<file path="src/logic/catc_regs.svh">
// Register offsets, field positions and reset values of the command decoder
`ifndef CATC_REGS_SVH
`define CATC_REGS_SVH

`define CATC_OFF_HDR 4'h0
`define CATC_OFF_LEN 4'h4
`define CATC_OFF_STAT 4'h8
`define CATC_OFF_PEND 4'hc

`define CATC_LEN_LC_LSB 0
`define CATC_LEN_LE_LSB 8
`define CATC_LEN_LCP_BIT 16
`define CATC_LEN_LEP_BIT 17
`define CATC_LEN_RST 18'h00000

`define CATC_PEND_RST 8'h00
`define CATC_P2_SCOPE_BIT 7
`define CATC_P2_NUM_MSB 4
`define CATC_ZERO_BYTE 8'h00

`endif

</file>
<file path="src/logic/catc_pkg.sv">
// Types shared by the command decoder
package catc_pkg;

   typedef enum logic [2:0] {
      CATC_NONE = 3'b000,
      CATC_AUTH = 3'b001,
      CATC_PROF = 3'b010,
      CATC_WRAP = 3'b011,
      CATC_FETCH = 3'b100,
      CATC_TREPLY = 3'b101,
      CATC_GETRSP = 3'b110,
      CATC_UNKNOWN = 3'b111
   } catc_kind_t;

   typedef struct packed {
      logic [15:0] sw;
      logic [4:0] ref_num;
      logic key_specific;
      logic key_implicit;
      logic err;
      catc_kind_t kind;
   } catc_dec_t;

endpackage

</file>
<file path="src/logic/catc_decoder.sv">
// Card-side command header decoder with an Avalon-MM register slave
//
// Our own choices: register access over Avalon-MM and the register offsets.
`timescale 1ns/1ps
`include "catc_regs.svh"

// Overview of operation
// - Authentication P1 must be zero
// - P2 b8 picks global or specific key
// - P2 b7 b6 zero, number 01 to 1F
// - P2 zero means application implied key
// - Authentication needs both Lc and Le
// - Toolkit wrap: zero params, Lc, optional Le
// - Fetch: zero params, no Lc, Le
// - Pending response data is flagged to terminal
// - Out of sequence get-response gets technical status
// - Get-response allowed as first command
module catc_decoder #(
   parameter int ADDR_W = 4,
   parameter logic [7:0] INS_AUTH = 8'h01,
   parameter logic [7:0] INS_PROF = 8'h02,
   parameter logic [7:0] INS_WRAP = 8'h03,
   parameter logic [7:0] INS_FETCH = 8'h04,
   parameter logic [7:0] INS_TREPLY = 8'h05,
   parameter logic [7:0] INS_GETRSP = 8'h06,
   parameter logic [15:0] SW_OK = 16'h0001,
   parameter logic [15:0] SW_PARAM = 16'h0002,
   parameter logic [15:0] SW_TECH = 16'h0003,
   parameter logic [15:0] SW_INS = 16'h0004
) (
   // Clock and reset
   input wire logic sys_clk,
   input wire logic reset,
   // Avalon-MM slave
   input wire logic [ADDR_W-1:0] address,
   input wire logic read,
   input wire logic write,
   input wire logic [31:0] writedata,
   output logic [31:0] readdata,
   output logic waitrequest,
   // Decoded command
   output logic dec_pulse,
   output catc_pkg::catc_dec_t dec,
   output logic resp_pend
);

   generate
      if (ADDR_W < 4) begin : g_bad_addr
         $error("ADDR_W must be at least 4");
      end
   endgenerate

   ////////////////////////////////////////////////////////////////////
   // Bus handshake: one wait cycle, then the access takes effect

   logic ack_q;
   logic [31:0] rdata_q;
   logic [17:0] len_q;
   logic [31:0] hdr_q;
   logic [7:0] pend_len_q;
   logic pend_q;
   logic first_q;
   logic pulse_q;
   catc_pkg::catc_dec_t dec_q;
   catc_pkg::catc_dec_t dec_d;

   wire req = read | write;
   wire take = req & ack_q;
   wire [3:0] addr = address[3:0];
   wire hit_hdr = addr == `CATC_OFF_HDR;
   wire hit_len = addr == `CATC_OFF_LEN;
   wire hit_stat = addr == `CATC_OFF_STAT;
   wire hit_pend = addr == `CATC_OFF_PEND;
   wire wr_hdr = take & write & hit_hdr;
   wire wr_len = take & write & hit_len;
   wire wr_pend = take & write & hit_pend;

   assign waitrequest = req & ~ack_q;
   assign readdata = rdata_q;
   assign dec = dec_q;
   assign dec_pulse = pulse_q;
   assign resp_pend = pend_q;

   // Unmapped offsets within address[3:0] read as zero and ignore writes; higher address bits are not decoded
   // Status keeps the whole decode word above a spare bit and the flag,
   // so software sees the full status word without a second read
   wire [31:0] rd_mux =
      hit_hdr ? hdr_q :
      hit_len ? {14'h0000, len_q} :
      hit_stat ? {3'b000, dec_q, 1'b0, pend_q} :
      hit_pend ? {24'h000000, pend_len_q} : 32'h00000000;

   always_ff @(posedge sys_clk) begin
      if (reset) begin
         ack_q <= 1'b0;
         rdata_q <= 32'h00000000;
      end else begin
         ack_q <= req & ~ack_q;
         rdata_q <= rd_mux;
      end
   end

   ////////////////////////////////////////////////////////////////////
   // Header fields: writedata is {P2, P1, INS, CLA}

   wire [7:0] ins = writedata[15:8];
   wire [7:0] p1 = writedata[23:16];
   wire [7:0] p2 = writedata[31:24];
   wire [7:0] le = len_q[`CATC_LEN_LE_LSB +: 8];
   wire lc_p = len_q[`CATC_LEN_LCP_BIT];
   wire le_p = len_q[`CATC_LEN_LEP_BIT];
   wire pz = (p1 == `CATC_ZERO_BYTE) & (p2 == `CATC_ZERO_BYTE);
   wire p2_zero = p2 == `CATC_ZERO_BYTE;
   wire [4:0] p2_num = p2[`CATC_P2_NUM_MSB:0];

   wire is_auth = ins == INS_AUTH;
   wire is_prof = ins == INS_PROF;
   wire is_wrap = ins == INS_WRAP;
   wire is_fetch = ins == INS_FETCH;
   wire is_trep = ins == INS_TREPLY;
   wire is_gr = ins == INS_GETRSP;
   wire known = is_auth | is_prof | is_wrap | is_fetch | is_trep | is_gr;

   // Application selection is the terminal's duty; not checked here
   wire auth_p1_ok = p1 == `CATC_ZERO_BYTE;
   wire auth_rsv_ok = p2[6:5] == 2'b00;
   wire auth_num_ok = p2_zero | (p2_num != 5'h00);
   wire auth_ok = auth_p1_ok & auth_rsv_ok & auth_num_ok
      & lc_p & le_p;
   wire prof_ok = pz & lc_p & ~le_p;
   wire wrap_ok = pz & lc_p;
   wire fetch_ok = pz & ~lc_p & le_p;
   wire trep_ok = pz & lc_p & ~le_p;
   wire gr_le_ok = (le == `CATC_ZERO_BYTE) | (le == pend_len_q);
   wire gr_ok = pz & ~lc_p & le_p & gr_le_ok;
   // Only the command holding pending data, or power-up, may precede
   wire gr_seq_ok = pend_q | first_q;

   wire par_ok =
      is_auth ? auth_ok :
      is_prof ? prof_ok :
      is_wrap ? wrap_ok :
      is_fetch ? fetch_ok :
      is_trep ? trep_ok : gr_ok;

   wire [2:0] kind_w =
      is_auth ? 3'b001 : is_prof ? 3'b010 : is_wrap ? 3'b011 :
      is_fetch ? 3'b100 : is_trep ? 3'b101 : is_gr ? 3'b110 : 3'b111;

   // Sequence fault outranks field checks for get-response
   wire [15:0] sw_w =
      ~known ? SW_INS :
      (is_gr & ~gr_seq_ok) ? SW_TECH :
      ~par_ok ? SW_PARAM : SW_OK;

   always_comb begin
      dec_d = dec_q;
      if (wr_hdr) begin
         dec_d.kind = catc_pkg::catc_kind_t'(kind_w);
         dec_d.sw = sw_w;
         dec_d.err = sw_w != SW_OK;
         dec_d.key_specific = is_auth & p2[`CATC_P2_SCOPE_BIT];
         dec_d.key_implicit = is_auth & p2_zero;
         dec_d.ref_num = is_auth ? p2_num : 5'h00;
      end
   end

   ////////////////////////////////////////////////////////////////////
   // Command state

   always_ff @(posedge sys_clk) begin
      if (reset) begin
         dec_q <= '0;
         hdr_q <= 32'h00000000;
         len_q <= `CATC_LEN_RST;
         pulse_q <= 1'b0;
      end else begin
         dec_q <= dec_d;
         pulse_q <= wr_hdr;
         if (wr_hdr)
            hdr_q <= writedata;
         if (wr_len)
            len_q <= writedata[17:0];
      end
   end

   // Firmware arms pending data after answering a command; any next
   // header consumes it, so a later get-response is out of sequence
   always_ff @(posedge sys_clk) begin
      if (reset) begin
         pend_q <= 1'b0;
         pend_len_q <= `CATC_PEND_RST;
         first_q <= 1'b1;
      end else begin
         if (wr_pend) begin
            pend_q <= 1'b1;
            pend_len_q <= writedata[7:0];
         end else if (wr_hdr) begin
            pend_q <= 1'b0;
         end
         if (wr_hdr)
            first_q <= 1'b0;
      end
   end

   ////////////////////////////////////////////////////////////////////
   // Checks

   wait_one_a: assert property (@(posedge sys_clk) disable iff (reset)
      req & waitrequest |=> !waitrequest)
      else $error("request not answered after one wait cycle");

   ack_gap_a: assert property (@(posedge sys_clk) disable iff (reset)
      ack_q |=> !ack_q)
      else $error("two answers in a row");

   gr_seq_a: assert property (@(posedge sys_clk) disable iff (reset)
      wr_hdr & is_gr & !pend_q & !first_q |=> dec_q.sw == SW_TECH)
      else $error("out of sequence get-response not flagged");

   auth_p1_a: assert property (@(posedge sys_clk) disable iff (reset)
      wr_hdr & is_auth & (p1 != 8'h00) |=> dec_q.sw == SW_PARAM && dec_q.err)
      else $error("nonzero authentication P1 accepted");

   auth_rsv_a: assert property (@(posedge sys_clk) disable iff (reset)
      wr_hdr & is_auth & (p2[6:5] != 2'b00) |=> dec_q.err)
      else $error("reserved P2 bits accepted");

   key_impl_a: assert property (@(posedge sys_clk) disable iff (reset)
      wr_hdr & is_auth & p2_zero |=> dec_q.key_implicit && !dec_q.key_specific)
      else $error("zero P2 did not select implied key");

   key_scope_a: assert property (@(posedge sys_clk) disable iff (reset)
      wr_hdr & is_auth |=> dec_q.key_specific == $past(writedata[31])
         && dec_pulse)
      else $error("key scope bit not reported");

   first_gr_a: assert property (@(posedge sys_clk) disable iff (reset)
      wr_hdr & is_gr & first_q & gr_ok |=> dec_q.sw == SW_OK)
      else $error("first get-response refused");

   pend_clr_a: assert property (@(posedge sys_clk) disable iff (reset)
      wr_hdr |=> !resp_pend ##1 !resp_pend || $past(wr_pend))
      else $error("pending data survived a new command");

   fetch_lc_a: assert property (@(posedge sys_clk) disable iff (reset)
      wr_hdr & is_fetch & lc_p |=> dec_q.sw == SW_PARAM)
      else $error("fetch with Lc accepted");

   // A field fault must end in an error status, never in success,
   // because the terminal acts on success without looking further
   num_zero_a: assert property (@(posedge sys_clk) disable iff (reset)
      wr_hdr & is_auth & !p2_zero & (p2_num == 5'h00) |=> dec_q.err)
      else $error("authentication key number zero accepted");

   ref_num_a: assert property (@(posedge sys_clk) disable iff (reset)
      wr_hdr & is_auth |=> dec_q.ref_num == $past(p2_num))
      else $error("key number not reported");

   auth_len_a: assert property (@(posedge sys_clk) disable iff (reset)
      wr_hdr & is_auth & !(lc_p & le_p) |=> dec_q.err)
      else $error("authentication without both lengths accepted");

   prof_le_a: assert property (@(posedge sys_clk) disable iff (reset)
      wr_hdr & is_prof & le_p |=> dec_q.err)
      else $error("profile download with Le accepted");

   wrap_par_a: assert property (@(posedge sys_clk) disable iff (reset)
      wr_hdr & is_wrap & !(pz & lc_p) |=> dec_q.err)
      else $error("bad toolkit wrap parameters accepted");

   fetch_le_a: assert property (@(posedge sys_clk) disable iff (reset)
      wr_hdr & is_fetch & !le_p |=> dec_q.err)
      else $error("fetch without Le accepted");

   trep_le_a: assert property (@(posedge sys_clk) disable iff (reset)
      wr_hdr & is_trep & le_p |=> dec_q.err)
      else $error("terminal reply with Le accepted");

   pend_set_a: assert property (@(posedge sys_clk) disable iff (reset)
      wr_pend |=> resp_pend)
      else $error("pending data not flagged");

   tech_gr_a: assert property (@(posedge sys_clk) disable iff (reset)
      wr_hdr & !is_gr |=> dec_q.sw != SW_TECH)
      else $error("technical status on a command other than get-response");

   gr_len_a: assert property (@(posedge sys_clk) disable iff (reset)
      wr_hdr & is_gr & gr_seq_ok & le_p & !gr_le_ok |=> dec_q.sw == SW_PARAM)
      else $error("get-response with wrong Le accepted");

   ins_bad_a: assert property (@(posedge sys_clk) disable iff (reset)
      wr_hdr & !known |=> dec_q.sw == SW_INS && dec_q.err
         && dec_q.kind == catc_pkg::CATC_UNKNOWN)
      else $error("unknown instruction not rejected");

   pulse_one_a: assert property (@(posedge sys_clk) disable iff (reset)
      dec_pulse |=> !dec_pulse)
      else $error("decode pulse longer than one cycle");

endmodule // catc_decoder

</file>
<file path="config.mk">
export PLATFORM = sky130hd
export DESIGN_NAME = catc_decoder
export DESIGN_NICKNAME = d
export VERILOG_FILES = /design/src/logic/catc_pkg.sv /design/src/logic/catc_decoder.sv
export VERILOG_INCLUDE_DIRS = /design/src /design/src/logic
export SDC_FILE = /design/constraint.sdc
export NUM_CORES = 1
export LEC_CHECK = 0
export ABC_CLOCK_PERIOD_IN_PS = 2200
export BUFFER_PORTS_ARGS = -buffer_cell sky130_fd_sc_hd__buf_2
export CORE_MARGIN = 2
export CORE_UTILIZATION = 53
export CTS_BUF_LIST = sky130_fd_sc_hd__clkbuf_8 sky130_fd_sc_hd__clkbuf_16
export CTS_CLUSTER_SIZE = 28
export DETAILED_ROUTE_END_ITERATION = 6
export GPL_ROUTABILITY_DRIVEN = 0
export PLACE_DENSITY = 0.79
export SYNTH_ARGS = -nofsm -noshare
export SYNTH_HDL_FRONTEND = slang
export SYNTH_SLANG_ARGS = --single-unit
</file>
<file path="constraint.sdc">
create_clock -name sys_clk -period 2.2 [get_ports sys_clk]
set_clock_uncertainty 0.1 [all_clocks]
set_input_delay 0.11 -clock sys_clk [delete_from_list [all_inputs] [get_ports sys_clk]]
set_output_delay 0.11 -clock sys_clk [all_outputs]
set_load 0.005 [all_outputs]
</file>
==> impl_metrics.ini <==
[timing]
grt_setup_unrepaired = no
drv_slew = 0
setup_violations = 0
fin_crit_sh_pct = 94.8
finalHoldViolCount = 0
clock.fmax_mhz = 480
worst_pin_slew_ps = 725
setup_tns_ps = 0
period_minus_slack_ps = 2090
max_slew_margin_pct = 51.6

[synth]
async_reset_ff_share_pct = 0
ys_top_cells_by_count = nand2_1, dfxtp_1, a21oi_1
synth_edf_count = 0
syn_area_per_cell_um2 = 8.50
synthFlopType = dfxtp_1
synth_most_common_cell = nand2_1
yosysTopAreaCell = dfxtp_1
synth_area_um2 = 4350
synth_top_area_share_pct = 49.7
yosysWarnings = 0
synthTopCellsByArea = dfxtp_1, nand2_1, a21oi_1, nor2_1, buf_4
synthDistinctLibCells = 48
synth_seq_cells = 108
ys_seq_area_share_pct = 49.7
synthesis.instances = 512

[floorplanning]
core_um2 = 8090
row_count = 33
fp.dieW_um = 94.6
die_area_um2 = 8950
start_util_pct = 53.8
num_io_pins = 102
die_h_um = 94.6

[finish]
diodes = 0
final_area_um2 = 5380
syn_to_final_growth_pct = 23.5
seqCellArea_um2 = 2160
multi_input_area_um2 = 1960
fillers = 672
finalNetCount = 664
drive_gt1_share_pct = 20.3

[cts]
ctsLongestPathBuffers = 2
cts_made_buffers = 9
cts.reportedPaths.clkPinSlew_ps = 100
cts_tree = built
postCtsSetupBuffers = 0
cts.root.buffer_cell = clkbuf_8
insertion_delay_ps = 370
htree_levels = 3
cts_num_sinks = 108

[drt]
drcViolationCount = 0
dr.pass1.iters = 7
viasPerCell = 5.60
wl_per_cell_um = 15.5
routed_wl_um = 11400
dr.first_iter.drc_count = 329
antenna_left = 0
vias = 4111

[setup_path]
crit_fanout = 50
start_kind = input pin
cp_cell_sequence = dlygate4sd3_1 -> buf_2 -> nor4_4 -> nand3_1 -> buf_4 -> o21bai_1 -> a21oi_1
cpMaxStageDelayCell = dlygate4sd3_1
required_ps = 2340
crit_arrival_ps = 2220
critPathKind = input pin to flop
crit_path_max_incr_delay_ps = 530
end_kind = flop

[place]
portBuffers = 88
hpwl_um = 7830
placed_area_um2 = 4810

[pwr]
p_per_area_nw_per_um2 = 635
leakage_nw = 2.16
vdd_ir_drop_max_v = 0.000307

[flow_run]
drv_cap = 0

[run_status]
status = complete, no violations

[global_route]
grt_pass1_wl_um = 17800
first_global_vias = 3674
grt_max_degree = 51
grt_use_total_pct = 25.6
antenna_found_initial = 0
grt-ovfl-total = 0

[hold_path]
hp-class = input pin to flop
[flip-flops by register name, summed over array words and instances, names as in the netlist]
signal      cells
pend_len_q      8
resp_pend       1
len_q          18
dec            14
dec_pulse       1
hdr_q          32
readdata       32
first_q         1
ack_q           1
[critical path, delay by kind of cell]
kind                   cells  cell delay (ps)
buffers and inverters      3             1010
and+or+nand+nor            2              450
AOI/OAI and AO/OA          2              620
[cell usage in the layout (no fill, tap or decap), types with 2 or more instances in the layout]
cell,Yosys,final
buf_2,9,88
inv_1,5,5
a22o_1,7,7
conb_1,1,13
nand2b_1,2,2
and2_1,16,16
nor4_1,10,9
xor2_1,8,8
nand3b_1,2,2
nand3_1,6,6
nand4_1,2,2
dlygate4sd3_1,0,36
nand2_1,112,112
dfxtp_1,108,108
a21o_1,2,2
nor2_1,46,46
a21oi_1,70,70
clkbuf_8,0,9
o21ai_0,2,2
a211oi_2,2,2
clkinvlp_4,0,3
or4_1,5,4
a222oi_1,7,7
a22oi_1,10,10
nor3_1,9,9
clkinv_2,0,3
and3_1,3,3
buf_4,16,12
mux2i_1,8,8
[layer usage]
layer / GRT usage (%) / routed length (um) / vias up
met5: 0 / 0 / -
met4: 9.18 / 292 / 0
met3: 4.55 / 845 / 29
met2: 42.8 / 5420 / 194
met1: 33.1 / 4810 / 1936
li1: - / - / 1952
[repair_timing]
item	4_1_cts	5_1_grt
gates resized for setup	0	2
endpoints found under the hold margin	66	0
endpoints found under the setup margin	0	5
hold buffers	36	0
[worst paths after layout]
check,from,end,slack (ps),cells after the start
worst max register to register,resp_pend$_SDFFE_PP0P_,dec[12]$_SDFFE_PP0P_,370,5
worst max-delay path,address[0],dec[8]$_SDFFE_PP0P_,110,7
worst min-delay path,reset,hdr_q[29]$_SDFFE_PP0P_,110,2
worst min register to register,hdr_q[11]$_SDFFE_PP0P_,hdr_q[11]$_SDFFE_PP0P_,360,2
[area by class of cell]
type,instances,share of cell area (%)
sequential,108,40.2
multi-input combinational,363,36.5
timing repair buffer,137,16.9
tap,105,2.44
clock buffer,9,2.30
clock inverter,7,1.26
inverter,5,0.349
[kinds of logic (layout without fill, tap and decap cells)]
logic type	count (synthesis)	in the layout	share of synthesized area, %
other	1	13	0.0861
DFF	108	108	49.7
buffers and inverters	53	158	6.55
muxes	8	8	1.84
AOI/OAI and AO/OA	112	112	16.6
xor gates and xnor gates	8	8	1.61
and+or+nand+nor	222	222	23.6
[stage by stage]
| step | power, W | std cells | worst slack [ps] | utilization (%) | hold WS (ps) |
|---|---|---|---|---|---|
| 3_5_place_dp | 0.00221 | 682 | 202 | 59.5 | 269 |
| 4_1_cts | 0.00341 | 734 | 40.7 | 66.3 | 109 |
| 2_1_floorplan | 0.00213 | 524 | 503 | - | 88.1 |
| 5_1_grt | 0.00351 | 734 | 7.03 | 66.4 | 149 |
| 6_report | 0.00341 | 734 | 115 | 66.4 | 109 |
| 3_3_place_gp | 0.00221 | 682 | 269 | 59.5 | 263 |
[power by group]
| group | switching [W] | internal (W) |
|---|---|---|
| Sequential | 0.0000132 | 0.00197 |
| Clock | 0.000671 | 0.000520 |
| Combinational | 0.000135 | 0.000107 |
Power figures use the tool's default switching activity.
